[config.mk]
export PLATFORM = sky130hd
export DESIGN_NAME = dscif_core
export DESIGN_NICKNAME = d
export VERILOG_FILES = /design/src/core/dscif_pkg.sv /design/src/core/dscif_stream_if.sv /design/src/core/dscif_fifo.sv /design/src/core/dscif_core.sv
export SDC_FILE = /design/constraint.sdc
export NUM_CORES = 1
export LEC_CHECK = 0
export ABC_AREA = 1
export ABC_CLOCK_PERIOD_IN_PS = 11400
export BUFFER_PORTS_ARGS = -buffer_cell sky130_fd_sc_hd__buf_2
export CAP_MARGIN = 20
export CORE_MARGIN = 8
export CORE_UTILIZATION = 60
export DETAILED_ROUTE_END_ITERATION = 7
export PLACE_DENSITY = 0.78
export SYNTH_ARGS = -nofsm -noshare
export SYNTH_HDL_FRONTEND = slang
export SYNTH_SLANG_ARGS = --single-unit
[constraint.sdc]
create_clock -name i_clk -period 11.4 [get_ports i_clk]
set_clock_uncertainty 0.05 [all_clocks]
set_input_delay 1.71 -clock i_clk [delete_from_list [all_inputs] [get_ports i_clk]]
set_output_delay 1.71 -clock i_clk [all_outputs]
set_load 0.005 [all_outputs]
[src/core/dscif_pkg.sv]
/*
 Constants, command codes and types of the serial command front end
 of an eight-channel voltage-output converter.
 Assumes a single 40 MHz system clock; the serial pins are asynchronous to it.
*/
package dscif_pkg;
   localparam int FRAME_BITS = 16;
   localparam int CODE_W = 12;
   localparam int NUM_CH = 8;
   localparam int FIFO_DEPTH = 16;
   localparam int CNT_W = 5;
   localparam int CMD_MSB = 15;
   localparam int CMD_LSB = 12;
   localparam int DATA_MSB = 11;
   localparam int CH_A = 0;
   localparam logic [CNT_W-1:0] EDGES_KEEP = 5'h0f;
   localparam logic [CNT_W-1:0] EDGES_FULL = 5'h10;
   localparam logic [CNT_W-1:0] EDGES_SAT = 5'h1f;
   localparam logic [CODE_W-1:0] MASK_12BIT = 12'hfff;
   localparam logic [CODE_W-1:0] MASK_10BIT = 12'hffc;
   localparam logic [CODE_W-1:0] CODE_RESET = 12'h000;
   localparam logic [FRAME_BITS-1:0] FRAME_CLEAR = 16'h0000;
   localparam logic [3:0] CMD_SLEEP_2K5 = 4'hf;
   localparam logic [3:0] CMD_SLEEP_100K = 4'he;
   localparam logic [3:0] CMD_SLEEP_HIZ = 4'hd;
   localparam logic [3:0] CMD_BROADCAST = 4'hc;
   localparam logic [3:0] CMD_UPDATE_A = 4'hb;
   localparam logic [3:0] CMD_UPDATE_SEL = 4'ha;
   localparam logic [3:0] CMD_WRITE_THROUGH_MODE = 4'h9;
   localparam logic [3:0] CMD_BUFFERED_WRITE_MODE = 4'h8;

   typedef enum logic [1:0]
   {
      SLEEP_AWAKE = 2'h0,
      SLEEP_2K5 = 2'h1,
      SLEEP_100K = 2'h2,
      SLEEP_HIZ = 2'h3
   } dscif_sleep_t;

   typedef enum logic [1:0]
   {
      ST_IDLE = 2'b01,
      ST_EXEC = 2'b10
   } dscif_state_t;
endpackage

[src/core/dscif_stream_if.sv]
/*
 Valid/ready frame stream between the serial front end and its frame FIFO.
 Assumes both ends run on the same system clock.
*/
`timescale 1ns/1ps
interface dscif_stream_if #(parameter int WIDTH = 16);
   logic [WIDTH-1:0] wdata;
   logic wvalid;
   logic wready;
   logic [WIDTH-1:0] rdata;
   logic rvalid;
   logic rready;

   modport prod (output wdata, output wvalid, input wready,
                 input rdata, input rvalid, output rready);
   modport store (input wdata, input wvalid, output wready,
                  output rdata, output rvalid, input rready);
endinterface

[src/core/dscif_fifo.sv]
/*
 Synchronous frame FIFO with valid/ready on both sides.
 Assumes DEPTH is a power of two; reset is asynchronous, active high.
*/
`timescale 1ns/1ps
module dscif_fifo
   import dscif_pkg::*;
#(
   parameter int WIDTH = FRAME_BITS,
   parameter int DEPTH = FIFO_DEPTH
)
(
   input wire logic i_clk,
   input wire logic i_rst,
   dscif_stream_if.store s
);
   localparam int AW = $clog2(DEPTH);

   logic [WIDTH-1:0] mem_ff [DEPTH];
   logic [AW-1:0] wr_ptr_ff;
   logic [AW-1:0] rd_ptr_ff;
   logic [AW:0] count_ff;
   logic push;
   logic pop;

   assign push = s.wvalid && s.wready;
   assign pop = s.rvalid && s.rready;
   assign s.wready = count_ff != (AW+1)'(DEPTH);
   assign s.rvalid = count_ff != '0;
   assign s.rdata = mem_ff[rd_ptr_ff];

   // Storage has no reset so it can map onto plain memory
   always_ff @(posedge i_clk)
   begin
      if (push)
         mem_ff[wr_ptr_ff] <= s.wdata;
   end

   always_ff @(posedge i_clk or posedge i_rst)
   begin
      if (i_rst)
      begin
         wr_ptr_ff <= '0;
         rd_ptr_ff <= '0;
         count_ff <= '0;
      end
      else
      begin
         if (push)
            wr_ptr_ff <= AW'(wr_ptr_ff + 1'b1);
         if (pop)
            rd_ptr_ff <= AW'(rd_ptr_ff + 1'b1);
         if (push && !pop)
            count_ff <= (AW+1)'(count_ff + 1'b1);
         else if (pop && !push)
            count_ff <= (AW+1)'(count_ff - 1'b1);
      end
   end

   no_overflow_a: assert property (@(posedge i_clk) disable iff (i_rst)
      count_ff <= (AW+1)'(DEPTH)) else $error("fifo holds more words than its depth");
endmodule

[src/core/dscif_core.sv]
/*
 Serial command front end: samples frame select, serial clock and data,
 shifts 16-bit frames, replays them on the chain output and executes them
 on eight channels of holding and output registers.
 Assumes the serial pins are asynchronous and the serial clock is slow enough
 for the system clock to see each level at least twice.
*/
`timescale 1ns/1ps
module dscif_core
   import dscif_pkg::*;
#(
   parameter int DAC_BITS = 12,
   parameter int DEPTH = FIFO_DEPTH
)
(
   input wire logic i_clk,
   input wire logic i_rst,
   input wire logic i_frame_sel_n,
   input wire logic i_sclk,
   input wire logic i_sdi,
   output logic o_sdo,
   output logic [NUM_CH*CODE_W-1:0] o_dac_code,
   output logic [NUM_CH*2-1:0] o_sleep_state,
   output logic o_write_through
);
   localparam logic [CODE_W-1:0] DATA_MASK = (DAC_BITS == 10) ? MASK_10BIT : MASK_12BIT;

   // Pin synchronisers and edge history
   logic fs_meta_ff;
   logic fs_sync_ff;
   logic fs_prev_ff;
   logic sclk_meta_ff;
   logic sclk_sync_ff;
   logic sclk_prev_ff;
   logic sdi_meta_ff;
   logic sdi_sync_ff;

   // Frame shifter
   logic [FRAME_BITS-1:0] sr_ff;
   logic [FRAME_BITS-1:0] sr_base;
   logic [CNT_W-1:0] cnt_ff;
   logic [CNT_W-1:0] cnt_base;
   logic sdo_ff;
   logic fs_fall;
   logic fs_rise;
   logic sclk_fall;
   logic shift_en;

   // Captured frame waiting for FIFO room
   logic pend_ff;
   logic [FRAME_BITS-1:0] pend_frame_ff;

   // Command execution
   dscif_state_t state_ff;
   logic [FRAME_BITS-1:0] cmd_ff;
   logic write_through_mode_ff;
   logic exec;
   logic [3:0] cmd_code;
   logic [CODE_W-1:0] cmd_data;

   // Channel registers
   logic [CODE_W-1:0] hold_ff [NUM_CH];
   logic [CODE_W-1:0] out_ff [NUM_CH];
   dscif_sleep_t sleep_ff [NUM_CH];

   dscif_stream_if #(.WIDTH(FRAME_BITS)) frames ();

   dscif_fifo #(.WIDTH(FRAME_BITS), .DEPTH(DEPTH)) u_fifo
   (
      .i_clk(i_clk),
      .i_rst(i_rst),
      .s(frames.store)
   );

   // Two flip-flops per pin before any logic looks at it
   always_ff @(posedge i_clk or posedge i_rst)
   begin
      if (i_rst)
      begin
         fs_meta_ff <= 1'b1;
         fs_sync_ff <= 1'b1;
         fs_prev_ff <= 1'b1;
      end
      else
      begin
         fs_meta_ff <= i_frame_sel_n;
         fs_sync_ff <= fs_meta_ff;
         fs_prev_ff <= fs_sync_ff;
      end
   end

   always_ff @(posedge i_clk or posedge i_rst)
   begin
      if (i_rst)
      begin
         sclk_meta_ff <= 1'b0;
         sclk_sync_ff <= 1'b0;
         sclk_prev_ff <= 1'b0;
      end
      else
      begin
         sclk_meta_ff <= i_sclk;
         sclk_sync_ff <= sclk_meta_ff;
         sclk_prev_ff <= sclk_sync_ff;
      end
   end

   always_ff @(posedge i_clk or posedge i_rst)
   begin
      if (i_rst)
      begin
         sdi_meta_ff <= 1'b0;
         sdi_sync_ff <= 1'b0;
      end
      else
      begin
         sdi_meta_ff <= i_sdi;
         sdi_sync_ff <= sdi_meta_ff;
      end
   end

   assign fs_fall = fs_prev_ff && !fs_sync_ff;
   assign fs_rise = !fs_prev_ff && fs_sync_ff;
   assign sclk_fall = sclk_prev_ff && !sclk_sync_ff;
   // Shifting only while frame select is low
   assign shift_en = sclk_fall && !fs_sync_ff;

   // A new frame starts from a clean shifter, so the chain output is low
   // for the first sixteen edges instead of replaying stale bits
   always_comb
   begin
      sr_base = sr_ff;
      cnt_base = cnt_ff;
      if (fs_fall)
      begin
         sr_base = FRAME_CLEAR;
         cnt_base = '0;
      end
   end

   // MSB first: the first bit ends up in bit 15 after sixteen edges
   always_ff @(posedge i_clk or posedge i_rst)
   begin
      if (i_rst)
         sr_ff <= FRAME_CLEAR;
      else if (shift_en)
         sr_ff <= {sr_base[FRAME_BITS-2:0], sdi_sync_ff};
      else
         sr_ff <= sr_base;
   end

   always_ff @(posedge i_clk or posedge i_rst)
   begin
      if (i_rst)
         cnt_ff <= '0;
      else if (shift_en && cnt_base != EDGES_SAT)
         cnt_ff <= CNT_W'(cnt_base + 1'b1);
      else
         cnt_ff <= cnt_base;
   end

   // The bit leaving the top of the shifter goes out on the same falling edge
   always_ff @(posedge i_clk or posedge i_rst)
   begin
      if (i_rst)
         sdo_ff <= 1'b0;
      else if (shift_en)
         sdo_ff <= sr_base[FRAME_BITS-1];
   end

   // Frames shorter than sixteen edges are dropped. A frame arriving while
   // the previous one still waits for FIFO room is lost; at legal link
   // rates the FIFO never holds more than one frame.
   always_ff @(posedge i_clk or posedge i_rst)
   begin
      if (i_rst)
      begin
         pend_ff <= 1'b0;
         pend_frame_ff <= FRAME_CLEAR;
      end
      else if (fs_rise && cnt_ff >= EDGES_FULL && !pend_ff)
      begin
         pend_ff <= 1'b1;
         pend_frame_ff <= sr_ff;
      end
      else if (pend_ff && frames.wready)
         pend_ff <= 1'b0;
   end

   assign frames.wvalid = pend_ff;
   assign frames.wdata = pend_frame_ff;
   assign frames.rready = state_ff == ST_IDLE;

   always_ff @(posedge i_clk or posedge i_rst)
   begin
      if (i_rst)
      begin
         state_ff <= ST_IDLE;
         cmd_ff <= FRAME_CLEAR;
      end
      else
      begin
         case (state_ff)
            ST_IDLE:
            begin
               if (frames.rvalid)
               begin
                  cmd_ff <= frames.rdata;
                  state_ff <= ST_EXEC;
               end
            end
            ST_EXEC:
               state_ff <= ST_IDLE;
            default:
               state_ff <= ST_IDLE;
         endcase
      end
   end

   assign exec = state_ff == ST_EXEC;
   assign cmd_code = cmd_ff[CMD_MSB:CMD_LSB];
   assign cmd_data = cmd_ff[DATA_MSB:0] & DATA_MASK;

   always_ff @(posedge i_clk or posedge i_rst)
   begin
      if (i_rst)
         write_through_mode_ff <= 1'b0;
      else if (exec && cmd_code == CMD_WRITE_THROUGH_MODE)
         write_through_mode_ff <= 1'b1;
      else if (exec && cmd_code == CMD_BUFFERED_WRITE_MODE)
         write_through_mode_ff <= 1'b0;
   end

   genvar i;
   generate
      for (i = 0; i < NUM_CH; i++)
      begin : g_ch
         logic own_write;
         logic load_hold;
         logic load_out;
         logic copy_out;
         logic sleep_sel;

         // Codes with bit 15 clear address channel A..H directly
         assign own_write = exec && !cmd_code[3] && cmd_code == 4'(i);
         assign load_hold = own_write || (exec && cmd_code == CMD_BROADCAST)
                            || (exec && cmd_code == CMD_UPDATE_A && i == CH_A);
         assign load_out = (own_write && write_through_mode_ff) || (exec && cmd_code == CMD_BROADCAST)
                           || (exec && cmd_code == CMD_UPDATE_A && i == CH_A);
         assign copy_out = (exec && cmd_code == CMD_UPDATE_A && i != CH_A)
                           || (exec && cmd_code == CMD_UPDATE_SEL && cmd_ff[i]);
         assign sleep_sel = exec && cmd_ff[i];

         always_ff @(posedge i_clk or posedge i_rst)
         begin
            if (i_rst)
               hold_ff[i] <= CODE_RESET;
            else if (load_hold)
               hold_ff[i] <= cmd_data;
         end

         always_ff @(posedge i_clk or posedge i_rst)
         begin
            if (i_rst)
               out_ff[i] <= CODE_RESET;
            else if (load_out)
               out_ff[i] <= cmd_data;
            else if (copy_out)
               out_ff[i] <= hold_ff[i];
         end

         // Any output register update brings the channel back out of sleep
         always_ff @(posedge i_clk or posedge i_rst)
         begin
            if (i_rst)
               sleep_ff[i] <= SLEEP_AWAKE;
            else if (sleep_sel && cmd_code == CMD_SLEEP_2K5)
               sleep_ff[i] <= SLEEP_2K5;
            else if (sleep_sel && cmd_code == CMD_SLEEP_100K)
               sleep_ff[i] <= SLEEP_100K;
            else if (sleep_sel && cmd_code == CMD_SLEEP_HIZ)
               sleep_ff[i] <= SLEEP_HIZ;
            else if (load_out || copy_out)
               sleep_ff[i] <= SLEEP_AWAKE;
         end

         assign o_dac_code[i*CODE_W +: CODE_W] = out_ff[i];
         assign o_sleep_state[i*2 +: 2] = sleep_ff[i];
      end
   endgenerate

   assign o_sdo = sdo_ff;
   assign o_write_through = write_through_mode_ff;

   shift_in_a: assert property (@(posedge i_clk) disable iff (i_rst)
      shift_en |=> sr_ff[0] == $past(sdi_sync_ff))
      else $error("serial bit not captured on falling edge");

   edge_count_a: assert property (@(posedge i_clk) disable iff (i_rst)
      shift_en && !fs_fall && cnt_ff != EDGES_SAT |=> cnt_ff == CNT_W'($past(cnt_ff) + 1'b1))
      else $error("edge counter did not advance");

   idle_quiet_a: assert property (@(posedge i_clk) disable iff (i_rst)
      fs_sync_ff |=> $stable(sr_ff) && $stable(cnt_ff) && $stable(sdo_ff))
      else $error("shifter moved while frame select high");

   short_drop_a: assert property (@(posedge i_clk) disable iff (i_rst)
      fs_rise && cnt_ff < EDGES_KEEP && !pend_ff |=> !pend_ff)
      else $error("short frame was kept");

   frame_latch_a: assert property (@(posedge i_clk) disable iff (i_rst)
      fs_rise && cnt_ff >= EDGES_FULL && !pend_ff |=> pend_ff && pend_frame_ff == $past(sr_ff))
      else $error("complete frame not latched on frame select rise");

   chain_out_a: assert property (@(posedge i_clk) disable iff (i_rst)
      shift_en && !fs_fall |=> o_sdo == $past(sr_ff[FRAME_BITS-1]))
      else $error("chain output is not the delayed input");

   broadcast_load_a: assert property (@(posedge i_clk) disable iff (i_rst)
      exec && cmd_code == CMD_BROADCAST |=> out_ff[NUM_CH-1] == $past(cmd_data) && hold_ff[CH_A] == $past(cmd_data))
      else $error("broadcast did not load all registers");

   update_sel_a: assert property (@(posedge i_clk) disable iff (i_rst)
      exec && cmd_code == CMD_UPDATE_SEL && cmd_ff[2] |=> out_ff[2] == $past(hold_ff[2]))
      else $error("selected channel not updated from holding register");

   buffered_write_a: assert property (@(posedge i_clk) disable iff (i_rst)
      exec && cmd_code == 4'h3 && !write_through_mode_ff |=> $stable(out_ff[3]) && hold_ff[3] == $past(cmd_data))
      else $error("buffered write touched output register");

   mode_select_a: assert property (@(posedge i_clk) disable iff (i_rst)
      exec && cmd_code == CMD_WRITE_THROUGH_MODE |=> o_write_through ##1 o_write_through || $past(exec))
      else $error("write-through mode not entered");
endmodule

==> metrics.md, run 1 <==
| Metric | Value |
|---|---|
| Non-Filler Instances | `about 3100` |
| CTS Buffer Depth | `3` |
| # DRC | `0` |
| CTS clk-pin slew, worst paths | `around 60 ps` |
| First drt pass iteration count | `6` |
| Post-cts resize count | `0` |
| Startpoint types | `register` |
| Fmax | `between 200 and 300 MHz` |
| CTS hold repair buffers | `0` |
| Post-synth EDFFs | `256` |
| Status | `complete, no violations` |
| Critical path class | `reg2reg` |
| Total CTS buffers | `54` |
| # IOs | `119` |
| Total GRT Usage | `0.2592` |
| Final WS setup | `7953 ps` |
| Die W | `approximately 210 µm` |
| Drt initial violations | `just under 2000` |
| Sw power | `764.2 µW` |
| PortBufs | `118` |
| Dpl cells | `3039` |
| Cell Pwr Density | `approximately 140 nW/µm²` |
| Mux cell area share after synthesis | `0` |
| Seq cells post-synth | `543` |
| Crit path time final | `3447 ps` |
| Final Hold Viols | `0` |
| Final Cycle Share | `0.3023` |
| Setup TNS | `0 ps` |
| Sw frac | `0.2010` |
| Initial antenna violation count | `1` |
| Post-synthesis cell type count | `39` |
| PnR Total Power | `3.802 mW` |
| Synth Area in Simple Gates | `0.2317` |
| # rows | `~70` |
| H-tree depth | `2` |
| Nets@finish | `2600` |
| Setup violators final | `0` |
| CTS sink cnt | `543` |
| Mapped Cells | `2524` |
| Area growth from synthesis to layout | `11.37%` |
| FILL cells | `2830` |
| Post-synth ARST share | `0.5285` |
| Leak pwr | `13.09 nW` |
| Worst slew pin tran | `1170 ps` |
| Part of the power in registers | `0.537` |
| Largest family of logic cells by synthesized area | `simple AND/OR/NAND/NOR gates` |
| CTS tree | `yes` |
| Pre-CTS WS | `7623 ps` |
| Worst-skew pair later-pin latency | `610 ps` |
| Cell taking the most area after synthesis | `edfxtp_1` |
| CP Data Required Time | `11840 ps` |
| First-pass GRT wire length | `94430 µm` |
| Post-synth top area share | `0.3250` |
| Max-slew headroom at the worst pin | `0.2174` |
| Syn Area/Cell | `9.370 µm²` |
| WL final | `around 60000 µm` |
| Worst reg-to-reg setup slack | `7950 ps` |
| Post-DP HPWL | `35610 µm` |
| Cell with the most instances after synthesis | `nand2_1` |
| Yosys warning total | `0` |
| Top cells by area in the synthesized netlist | `edfxtp_1 33%, dfrtp_1 30%, nand2_1 13%` |
| Post-synthesis sequential area ratio | `0.6289` |
| Post-DRT Antenna Nets | `0` |
| Crit path max fanout | `35` |
| DR vias/cell | `5.665` |
| Total grt overflow | `0` |
| Part of the power in combinational logic | `0.008` |
| Mapped cell area | `~24000 µm²` |
| Post-Syn Nets | `2541` |
| Core ar. | `38740 µm²` |
| Vias in the first global route | `17204` |
| Final Max Tran Viols | `0` |
| Via count | `17804` |
| Initial Utilization | `0.6105` |
| RSZ-0062 raised after global routing | `no` |
| Post-Synth Adder-Cell Area | `0.006666` |
| CP Capture Type | `register` |
| CP arrival | `just under 4000 ps` |
| Largest net degree at the start of global routing | `approximately 130` |
| Most common library cells after synthesis | `823 x nand2_1, 300 x nand3_1, 291 x inv_1, 283 x dfrtp_1, 256 x edfxtp_1` |
| Clock share of power | `0.455` |
| Post CTS Setup Buffer Count | `0` |
| Layout cells sized above 1 | `0.1059` |
| Peak supply drop | `153.8 µV` |
| Wire length per cell | `19.25 µm` |
| Main synth FF type | `dfrtp_1` |
| Die Footprint | `46030 µm²` |
| Root buffer cell | `clkbuf_16` |
| Maxcap violations | `0` |
| DIE HEIGHT | `~210 µm` |
| Compound-Gate Fraction of Synth Area | `0.05243` |
| XOR/XNOR share of the synthesized area | `0.003333` |
| Final Wtd Congestion | `0.8834` |
| P_int | `a little over 3 mW` |
| Hold Path Class | `reg2reg` |
==> flip-flops by register name, summed over array words and instances, names as in the netlist, 2 cells and up <==
name	flops
frames.wdata	16
o_dac_code	96
state_ff	2
sr_ff	16
u_fifo.wr_ptr_ff	4
u_fifo.count_ff	5
cmd_ff	16
u_fifo.mem_ff	256
u_fifo.rd_ptr_ff	4
cnt_ff	5
hold_ff	96
o_sleep_state	16
==> stage by stage <==
stage | utilization | hold WS [ps] | area (µm²)
2_1_floorplan | - | 281.2 | 23650
3_3_place_gp | 0.6337 | 288.7 | 24550
3_5_place_dp | 0.6337 | 284.7 | 24550
4_1_cts | 0.6777 | 302.0 | 26250
5_1_grt | 0.6800 | 304.4 | 26340
6_report | 0.6800 | 298.9 | 26340
==> layer usage <==
layer	part of all wire	global-route usage
met4	0.046	0.1273
met1	0.38	0.3257
met5	0	0
met2	0.48	0.4280
met3	0.092	0.05106
==> kinds of logic after synthesis <==
kind of cell               after synthesis
AOI/OAI and AO/OA                      214
xor gates and xnor gates                 9
adders and majority gates               12
buffers and inverters                  452
DFF                                    543
and+or+nand+nor                       1294
==> placed cells by master (no fill, tap or decap), types with 37 or more instances in the layout <==
cell,count
o21ai_0,81
nand3_1,300
edfxtp_1,256
nand2_1,823
nor2_1,110
a21oi_1,76
o211ai_1,37
dfrtp_1,281
clkbuf_16,54
inv_1,289
buf_2,118
==> final cells by class <==
class | count | area, µm² | share of cell area
Antenna cell | 1 | 2.502 | 0.00009500
Inverter | 314 | 1190 | 0.04517
Tap cell | 518 | 648.1 | 0.02461
Multi-Input combinational cell | 1529 | 7111 | 0.2700
Sequential cell | 543 | 14880 | 0.5649
Clock buffer | 73 | 1473 | 0.05591
Clock inverter | 24 | 234.0 | 0.008883
Timing Repair Buffer | 141 | 803.3 | 0.03050
==> critical path: stages (launching register included) <==
cell	delay, ps
dfrtp_1	890
nor2_8	90
nand3_4	360
nand2_4	380
nand2_1	760
nand2_1	480
nor2_1	210
a21oi_1	70
==> power by group through the flow <==
stage	registers, mW	logic [mW]	clock network, mW
6_report	2.04	0.0289	1.73
5_1_grt	2.04	0.0340	1.83
4_1_cts	2.04	0.0294	1.75
3_5_place_dp	2.08	0.0294	0
3_3_place_gp	2.08	0.0287	0
2_1_floorplan	2.08	0.0208	0
==> path summary, 6_finish.rpt <==
path | startpoint | end | cells after the start
min in group asynchronous | i_rst | frames.wvalid | 2
max in group asynchronous | i_rst | o_dac_code[75] | 3
worst min-delay path | sclk_meta_ff | sclk_sync_ff | 0
worst max-delay path | cmd_ff[12] | o_dac_code[51] | 7
worst max register to register | cmd_ff[12] | o_dac_code[51] | 7
worst min register to register | sclk_meta_ff | sclk_sync_ff | 0
Power figures use the tool's default switching activity.
==> run 2, diff against run 1 <==
--- a/config.mk
+++ b/config.mk
@@ -5,8 +5,8 @@
 export SDC_FILE = /design/constraint.sdc
 export NUM_CORES = 1
 export LEC_CHECK = 0
-export ABC_AREA = 1
-export ABC_CLOCK_PERIOD_IN_PS = 11400
+export ABC_AREA = 0
+export ABC_CLOCK_PERIOD_IN_PS = 3600
 export BUFFER_PORTS_ARGS = -buffer_cell sky130_fd_sc_hd__buf_2
 export CAP_MARGIN = 20
 export CORE_MARGIN = 8
==> constraint.sdc (replaced) <==
create_clock -name i_clk -period 3.6 [get_ports i_clk]
set_clock_uncertainty 0.05 [all_clocks]
set_input_delay 0.54 -clock i_clk [delete_from_list [all_inputs] [get_ports i_clk]]
set_output_delay 0.54 -clock i_clk [all_outputs]
set_load 0.005 [all_outputs]
==> metrics.md, run 2 <==
| Metric | Value |
|---|---|
| Status | `complete, no violations (unchanged)` |
| Main synth FF type | `dfrtp_1 (unchanged)` |
| Via count | `12634 (was 17804)` |
| Total CTS buffers | `53 (was 54)` |
| Number of flip-flops in the largest register | `256 (unchanged)` |
| Syn Area/Cell | `15.58 µm² (was 9.370 µm²)` |
| Setup violators final | `0 (unchanged)` |
| PortBufs | `118 (unchanged)` |
| Commonest non-fill, non-tap cells in the layout | `281 x dfrtp_1, 256 x edfxtp_1, 160 x mux2_2 (was 823 x nand2_1, 300 x nand3_1, 289 x inv_1)` |
| Top reg by flops | `u_fifo.mem_ff (unchanged)` |
| Drt initial violations | `970 (was 1950)` |
| Post-DRT Antenna Nets | `0 (unchanged)` |
| CP arrival | `3340 ps (was 3880 ps)` |
| Mapped Cells | `1425 (was 2524)` |
| Post-Syn Nets | `1442 (was 2541)` |
| Worst hold endpoint | `sclk_sync_ff (unchanged)` |
| Crit path max fanout | `5 (was 35)` |
| Root buffer cell | `clkbuf_16 (unchanged)` |
| Post-DP HPWL | `29420 µm (was 35610 µm)` |
| Final Max Tran Viols | `0 (unchanged)` |
| Area growth from synthesis to layout | `13.50% (was 11.37%)` |
| First-pass GRT wire length | `76490 µm (was 94430 µm)` |
| Clock share of power | `0.469 (was 0.455)` |
| DR vias/cell | `6.124 (was 5.665)` |
| Post-synthesis cell type count | `66 (was 39)` |
| P_int | `9.951 mW (was 3.038 mW)` |
| Commonest non-fill, non-tap cell in the layout | `dfrtp_1 (was nand2_1)` |
| Worst slew pin tran | `1073 ps (was 1170 ps)` |
| Total GRT Usage | `0.2240 (was 0.2592)` |
| Top cells by area in the synthesized netlist | `edfxtp_1 35%, dfrtp_1 32%, mux2_2 8.1% (was edfxtp_1 33%, dfrtp_1 30%, nand2_1 13%)` |
| Reg2Reg Capture Point | `u_fifo.count_ff[4] (was o_dac_code[51])` |
| Worst-skew pair later-pin latency | `590 ps (was 610 ps)` |
| Reg-to-Reg Start | `u_fifo.count_ff[0] (was cmd_ff[12])` |
| R2R cell count | `10 (was 7)` |
| Post-synth top area share | `0.3463 (was 0.3250)` |
| Final Hold Viols | `0 (unchanged)` |
| Maxcap violations | `0 (unchanged)` |
| FILL cells | `2370 (was 2830)` |
| Dpl cells | `1957 (was 3039)` |
| Worst reg-to-reg setup slack | `710 ps (was 7950 ps)` |
| H-tree depth | `2 (unchanged)` |
| Max-slew headroom at the worst pin | `0.2828 (was 0.2174)` |
| Non-Filler Instances | `2063 (was 3143)` |
| Final Cycle Share | `0.8027 (was 0.3023)` |
| WL final | `48200 µm (was 60510 µm)` |
| CTS clk-pin slew, worst paths | `60 ps (about the same)` |
| Cell with the most instances after synthesis | `dfrtp_1 (was nand2_1)` |
| CTS sink cnt | `543 (unchanged)` |
| # IOs | `119 (unchanged)` |
| CP Capture Type | `register (unchanged)` |
| Post-synth EDFFs | `256 (unchanged)` |
| Part of the power in combinational logic | `0.008 (about the same)` |
| Yosys warning total | `0 (unchanged)` |
| Layout cells sized above 1 | `0.3229 (was 0.1059)` |
| Hold Path Stages | `0 (unchanged)` |
| Mapped cell area | `22200 µm² (was 23650 µm²)` |
| CTS tree | `yes (unchanged)` |
| First drt pass iteration count | `6 (unchanged)` |
| Final WS setup | `710.2 ps (was 7953 ps)` |
| Ant diodes | `0 (was 1)` |
| Vias in the first global route | `13073 (was 17204)` |
| Part of the power in registers | `0.524 (was 0.537)` |
| Hold_sp | `sclk_meta_ff (unchanged)` |
| Post-synth ARST share | `0.5285 (unchanged)` |
| Peak supply drop | `392.6 µV (was 153.8 µV)` |
| Cell Pwr Density | `490.4 nW/µm² (was 144.4 nW/µm²)` |
| Final Wtd Congestion | `0.8183 (was 0.8834)` |
| # DRC | `0 (unchanged)` |
| Initial Utilization | `0.6078 (was 0.6105)` |
| Post-synthesis sequential area ratio | `0.6701 (was 0.6289)` |
| RSZ-0062 raised after global routing | `no (unchanged)` |
| Wire length per cell | `23.37 µm (was 19.25 µm)` |
| # rows | `70 (was 72)` |
| Initial antenna violation count | `0 (was 1)` |
| DIE HEIGHT | `208.3 µm (was 214.5 µm)` |
| Sw power | `2.404 mW (was 764.2 µW)` |
| Leak pwr | `11.04 nW (was 13.09 nW)` |
| CTS Buffer Depth | `3 (unchanged)` |
| Die W | `208.3 µm (was 214.5 µm)` |
| Die Footprint | `43410 µm² (was 46030 µm²)` |
| Seq cells post-synth | `543 (unchanged)` |
| Sw frac | `0.1946 (was 0.2010)` |
| Startpoint types | `register (unchanged)` |
| Fmax | `346.0 MHz (was 290.1 MHz)` |
| Post-cts resize count | `0 (unchanged)` |
| Most common library cells after synthesis | `283 x dfrtp_1, 256 x edfxtp_1, 160 x mux2_2, 94 x nand2_1 (was 823 x nand2_1, 300 x nand3_1, 291 x inv_1, 283 x dfrtp_1, 256 x edfxtp_1)` |
| Pre-CTS WS | `747.1 ps (was 7623 ps)` |
| Critical path class | `reg2reg (unchanged)` |
| Total grt overflow | `0 (unchanged)` |
| Hold Path Class | `reg2reg (unchanged)` |
| Largest net degree at the start of global routing | `150 (was 129)` |
| Core ar. | `36520 µm² (was 38740 µm²)` |
| Cell taking the most area after synthesis | `edfxtp_1 (unchanged)` |
| CP Data Required Time | `4050 ps (was 11840 ps)` |
| Hold slack | `306.1 ps (was 298.9 ps)` |
| Nets@finish | `1567 (was 2600)` |
| Crit path time final | `2890 ps (was 3447 ps)` |
[run 2: cell count changes after synthesis, moves of 17 or more]
cell,delta
nand2_1,-729
buf_1,-17
o21ai_0,-38
nor2_1,-40
o211ai_1,-30
mux4_2,+64
nand3_1,-289
o22ai_1,+32
inv_1,-281
mux2i_1,+80
mux2_2,+160
[run 2: logic make-up (layout without fill, tap and decap cells)]
kind of cell | after synthesis | count (layout) | share of synthesized area
flops | 543 | 543 | 0.6701
mux | 313 | 313 | 0.1871
simple gates | 233 | 233 | 0.05028
compound gates | 200 | 200 | 0.05518
buf+inv | 109 | 279 | 0.02435
xor+xnor | 15 | 15 | 0.005918
fa+ha+maj | 12 | 12 | 0.007102
[run 2: per-stage QoR]
step                      utilization  instance area, µm²  total power, mW  TNS [ps]
after global placement         0.6377               23290            6.686         0
after CTS                      0.6894               25180            12.46         0
after floorplan                     -               22200            6.659   -224120
after detailed placement       0.6377               23290            6.688         0
final                          0.6898               25190            12.36         0
after global routing           0.6898               25190            12.71         0
[run 2: cell type report]
cell class              instances  area (µm²)  share of cell area
flip-flops and latches        543       14880              0.5906
well taps                     468       585.6             0.02324
clock buffers                  66        1468             0.05825
clock inverters                34       381.6             0.01515
inverters                      11       45.04            0.001788
repair buffers                168        1026             0.04072
multi-input cells             773        6809              0.2703
[run 2: what timing repair did]
item,in CTS,in global routing
hold endpoints to repair,4,0
hold buffers,4,0
buffers inserted,0,0
[run 2: how the worst max path moves through the flow]
stage | from | endpoint | depth (start not counted)
after global routing | u_fifo.count_ff[0] | u_fifo.count_ff[4] | 9
final | u_fifo.count_ff[0] | u_fifo.count_ff[4] | 10
after CTS | u_fifo.count_ff[0] | u_fifo.count_ff[4] | 10
after floorplan | i_rst | cmd_ff[0] | 1
after detailed placement | u_fifo.count_ff[0] | u_fifo.count_ff[4] | 10
after global placement | u_fifo.count_ff[0] | u_fifo.count_ff[4] | 10
[run 2: critical path, stage by stage, from the launching register on]
cell	delay [ps]
dfrtp_1	450
or4_1	560
o21a_1	210
inv_1	60
ha_1	150
inv_1	110
fa_1	440
a21o_1	210
a21oi_1	170
mux2i_1	240
xnor2_1	140
[run 2: power by group through the flow]
stage	sequential [mW]	combinational (mW)	clock (mW)
finish	6.47	0.0939	5.79
global route	6.47	0.112	6.13
CTS	6.47	0.0981	5.89
detailed placement	6.59	0.0942	0
global placement	6.59	0.0926	0
floorplan	6.59	0.0647	0
[run 2: routing by layer]
| metal | track usage | vias up | part of all wire |
|---|---|---|---|
| li1 | - | 5591 | - |
| met1 | 0.2918 | 6545 | 0.42 |
| met2 | 0.3776 | 399 | 0.50 |
| met3 | 0.04209 | 99 | 0.053 |
| met4 | 0.07440 | 0 | 0.029 |
| met5 | 0 | - | 0 |
==> run 3, diff against run 2 <==
--- a/config.mk
+++ b/config.mk
@@ -5,8 +5,8 @@
 export SDC_FILE = /design/constraint.sdc
 export NUM_CORES = 1
 export LEC_CHECK = 0
-export ABC_AREA = 0
-export ABC_CLOCK_PERIOD_IN_PS = 3600
+export ABC_AREA = 1
+export ABC_CLOCK_PERIOD_IN_PS = 3000
 export BUFFER_PORTS_ARGS = -buffer_cell sky130_fd_sc_hd__buf_2
 export CAP_MARGIN = 20
 export CORE_MARGIN = 8
==> constraint.sdc (replaced) <==
create_clock -name i_clk -period 3 [get_ports i_clk]
set_clock_uncertainty 0.05 [all_clocks]
set_input_delay 0.45 -clock i_clk [delete_from_list [all_inputs] [get_ports i_clk]]
set_output_delay 0.45 -clock i_clk [all_outputs]
set_load 0.005 [all_outputs]
==> metrics.md, run 3 (synthesis results as in run 1) <==
| Metric | Value |
|---|---|
| Die Footprint | `46030 µm² (was 43410 µm²)` |
| Post-DP HPWL | `37500 µm (was 29420 µm)` |
| Max-slew headroom at the worst pin | `0.3216 (was 0.2828)` |
| Post CTS Setup Buffer Count | `0 (unchanged)` |
| Initial Utilization | `0.6105 (was 0.6078)` |
| FILL cells | `2868 (was 2370)` |
| Post-cts resize count | `0 (unchanged)` |
| Worst-skew pair later-pin latency | `610 ps (was 590 ps)` |
| Crit path time final | `2632 ps (was 2890 ps)` |
| Reg2Reg Capture Point | `u_fifo.count_ff[4] (unchanged)` |
| First-pass GRT wire length | `94860 µm (was 76490 µm)` |
| Cell depth of the worst setup path | `13 (was 10)` |
| Maxcap violations | `0 (unchanged)` |
| CTS sink cnt | `543 (unchanged)` |
| Commonest non-fill, non-tap cell in the layout | `nand2_1 (was dfrtp_1)` |
| Via count | `17953 (was 12634)` |
| Failing checks | `DRC` |
| CP cell instances | `nor4_1, nand2_1, nand2_1, inv_1, ha_1, inv_1, ha_1, a21oi_1, nand2_1, a21oi_1, o21ai_0, nand2_1, nand2_1 (was or4_1, o21a_1, inv_1, ha_1, inv_1, fa_1, a21o_1, a21oi_1, mux2i_1, xnor2_1)` |
| Post-DRT Antenna Nets | `0 (unchanged)` |
| R2R cell count | `13 (was 10)` |
| Final WS setup | `368.4 ps (was 710.2 ps)` |
| CP Data Required Time | `3440 ps (was 4050 ps)` |
| # DRC | `1 (was 0)` |
| CP dominant cell by count | `nand2_1 (was inv_1)` |
| Setup violators final | `0 (unchanged)` |
| Cell Pwr Density | `544.4 nW/µm² (was 490.4 nW/µm²)` |
| Reg-to-Reg Start | `u_fifo.count_ff[1] (was u_fifo.count_ff[0])` |
| Drt initial violations | `1832 (was 970)` |
| Worst path buffer plus inverter count | `2 (unchanged)` |
| CP Capture Type | `register (unchanged)` |
| PortBufs | `118 (unchanged)` |
| CTS hold repair buffers | `4 (unchanged)` |
| Nets@finish | `2646 (was 1567)` |
| Root buffer cell | `clkbuf_16 (unchanged)` |
| DR vias/cell | `5.624 (was 6.124)` |
| Status | `finished with violations (was complete, no violations)` |
| Hold_sp | `sclk_meta_ff (unchanged)` |
| Final Hold Viols | `0 (unchanged)` |
| Top delay family on crit path | `simple AND/OR/NAND/NOR gates (was compound AO/OA/AOI/OAI gates)` |
| # IOs | `119 (unchanged)` |
| CTS clk-pin slew, worst paths | `60 ps (about the same)` |
| Worst hold endpoint | `sclk_sync_ff (unchanged)` |
| Crit path max fanout | `7 (was 5)` |
| Area growth from synthesis to layout | `12.88% (was 13.50%)` |
| Worst reg-to-reg setup slack | `370 ps (was 710 ps)` |
| Final Cycle Share | `0.8772 (was 0.8027)` |
| Ant diodes | `0 (unchanged)` |
| Initial antenna violation count | `0 (unchanged)` |
| # rows | `72 (was 70)` |
| Pre-CTS WS | `413.5 ps (was 747.1 ps)` |
| CTS tree | `yes (unchanged)` |
| First drt pass iteration count | `8 (was 6)` |
| Leak pwr | `13.24 nW (was 11.04 nW)` |
| Die W | `214.5 µm (was 208.3 µm)` |
| Total CTS buffers | `54 (was 53)` |
| Total grt overflow | `0 (unchanged)` |
| Total GRT Usage | `0.2571 (was 0.2240)` |
| Peak supply drop | `588.4 µV (was 392.6 µV)` |
| Hold Path Class | `reg2reg (unchanged)` |
| Worst slew pin tran | `1015 ps (was 1073 ps)` |
| WL final | `59630 µm (was 48200 µm)` |
| Core ar. | `38740 µm² (was 36520 µm²)` |
| Largest net degree at the start of global routing | `132 (was 150)` |
| Register area | `14880 µm² (unchanged)` |
| Commonest non-fill, non-tap cells in the layout | `823 x nand2_1, 300 x nand3_1, 289 x inv_1 (was 281 x dfrtp_1, 256 x edfxtp_1, 160 x mux2_2)` |
| Hold Path Stages | `0 (unchanged)` |
| CTS Buffer Depth | `3 (unchanged)` |
| H-tree depth | `2 (unchanged)` |
| Max stage delay on crit path | `440 ps (was 560 ps)` |
| Final Wtd Congestion | `0.8868 (was 0.8183)` |
| Number of flip-flops in the largest register | `256 (unchanged)` |
| Layout cells sized above 1 | `0.1215 (was 0.3229)` |
| Non-Filler Instances | `3192 (was 2063)` |
| Final Core Density | `0.6892 (was 0.6898)` |
| Slowest library cell on the worst path | `nor4_1 (was or4_1)` |
| Vias in the first global route | `17436 (was 13073)` |
| CP arrival | `3070 ps (was 3340 ps)` |
| RSZ-0062 raised after global routing | `no (unchanged)` |
| Startpoint types | `register (unchanged)` |
| Fmax | `380.0 MHz (was 346.0 MHz)` |
| Final Max Tran Viols | `0 (unchanged)` |
| Multi-input gate area | `7036 µm² (was 6809 µm²)` |
| Wire length per cell | `18.68 µm (was 23.37 µm)` |
| Critical path class | `reg2reg (unchanged)` |
| Top reg by flops | `u_fifo.mem_ff (unchanged)` |
| Dpl cells | `3086 (was 1957)` |
| DIE HEIGHT | `214.5 µm (was 208.3 µm)` |
-- run 3: changes by cell type in the layout (fill, tap and decap cells not counted), moves of 39 or more --
| cell | before | now |
|---|---|---|
| nand3_1 | 11 | 300 |
| nor2_1 | 70 | 110 |
| inv_1 | 9 | 289 |
| mux4_2 | 64 | 0 |
| o21ai_0 | 42 | 81 |
| nand2_1 | 94 | 823 |
| mux2i_1 | 80 | 0 |
| mux2_2 | 160 | 0 |
-- run 3: worst max-delay path by stage --
stage                             from            endpoint  slack [ps]
finish              u_fifo.count_ff[1]  u_fifo.count_ff[4]         370
global route        u_fifo.count_ff[1]  u_fifo.count_ff[4]          60
CTS                 u_fifo.count_ff[1]  u_fifo.count_ff[4]         370
detailed placement  u_fifo.count_ff[1]  u_fifo.count_ff[4]         410
global placement    u_fifo.count_ff[1]  u_fifo.count_ff[4]         450
floorplan                        i_rst           cmd_ff[0]       -1300
-- run 3: stage by stage --
step	power [mW]	hold slack, ps	instance area (µm²)	TNS (ps)
after floorplan	7.990	281.2	23650	-369600
after global placement	8.031	287.6	24890	0
after detailed placement	8.034	285.5	24890	0
after CTS	14.62	298.9	26680	0
after global routing	14.91	309.1	26700	0
final	14.53	297.2	26700	0
-- run 3: area by class of cell --
| class | instances | area share |
|---|---|---|
| Multi-Input combinational cell | 1529 | 0.2635 |
| Sequential cell | 543 | 0.5573 |
| Clock inverter | 22 | 0.008014 |
| Clock buffer | 79 | 0.05751 |
| Tap cell | 518 | 0.02428 |
| Timing Repair Buffer | 187 | 0.04490 |
| Inverter | 314 | 0.04443 |
-- run 3: per-layer routing --
| metal | up-vias | track usage | part of all wire |
|---|---|---|---|
| met5 | - | 0 | 0 |
| met4 | 0 | 0.1284 | 0.050 |
| met3 | 210 | 0.05190 | 0.097 |
| met2 | 880 | 0.4180 | 0.48 |
| met1 | 8522 | 0.3267 | 0.38 |
| li1 | 8341 | - | - |
-- run 3: worst reg2reg max path, cell delays in order (launching register included) --
cell,delay [ps]
dfrtp_1,420
nor4_1,440
nand2_1,140
nand2_1,100
inv_1,80
ha_1,180
inv_1,180
ha_1,310
a21oi_1,140
nand2_1,90
a21oi_1,160
o21ai_0,110
nand2_1,70
nand2_1,50
-- run 3: power breakdown --
part / total (mW) / switching (mW) / internal, mW
clock: 6.65 / 2.84 / 3.81
sequential: 7.76 / 0.00445 / 7.76
combinational: 0.123 / 0.0978 / 0.0256
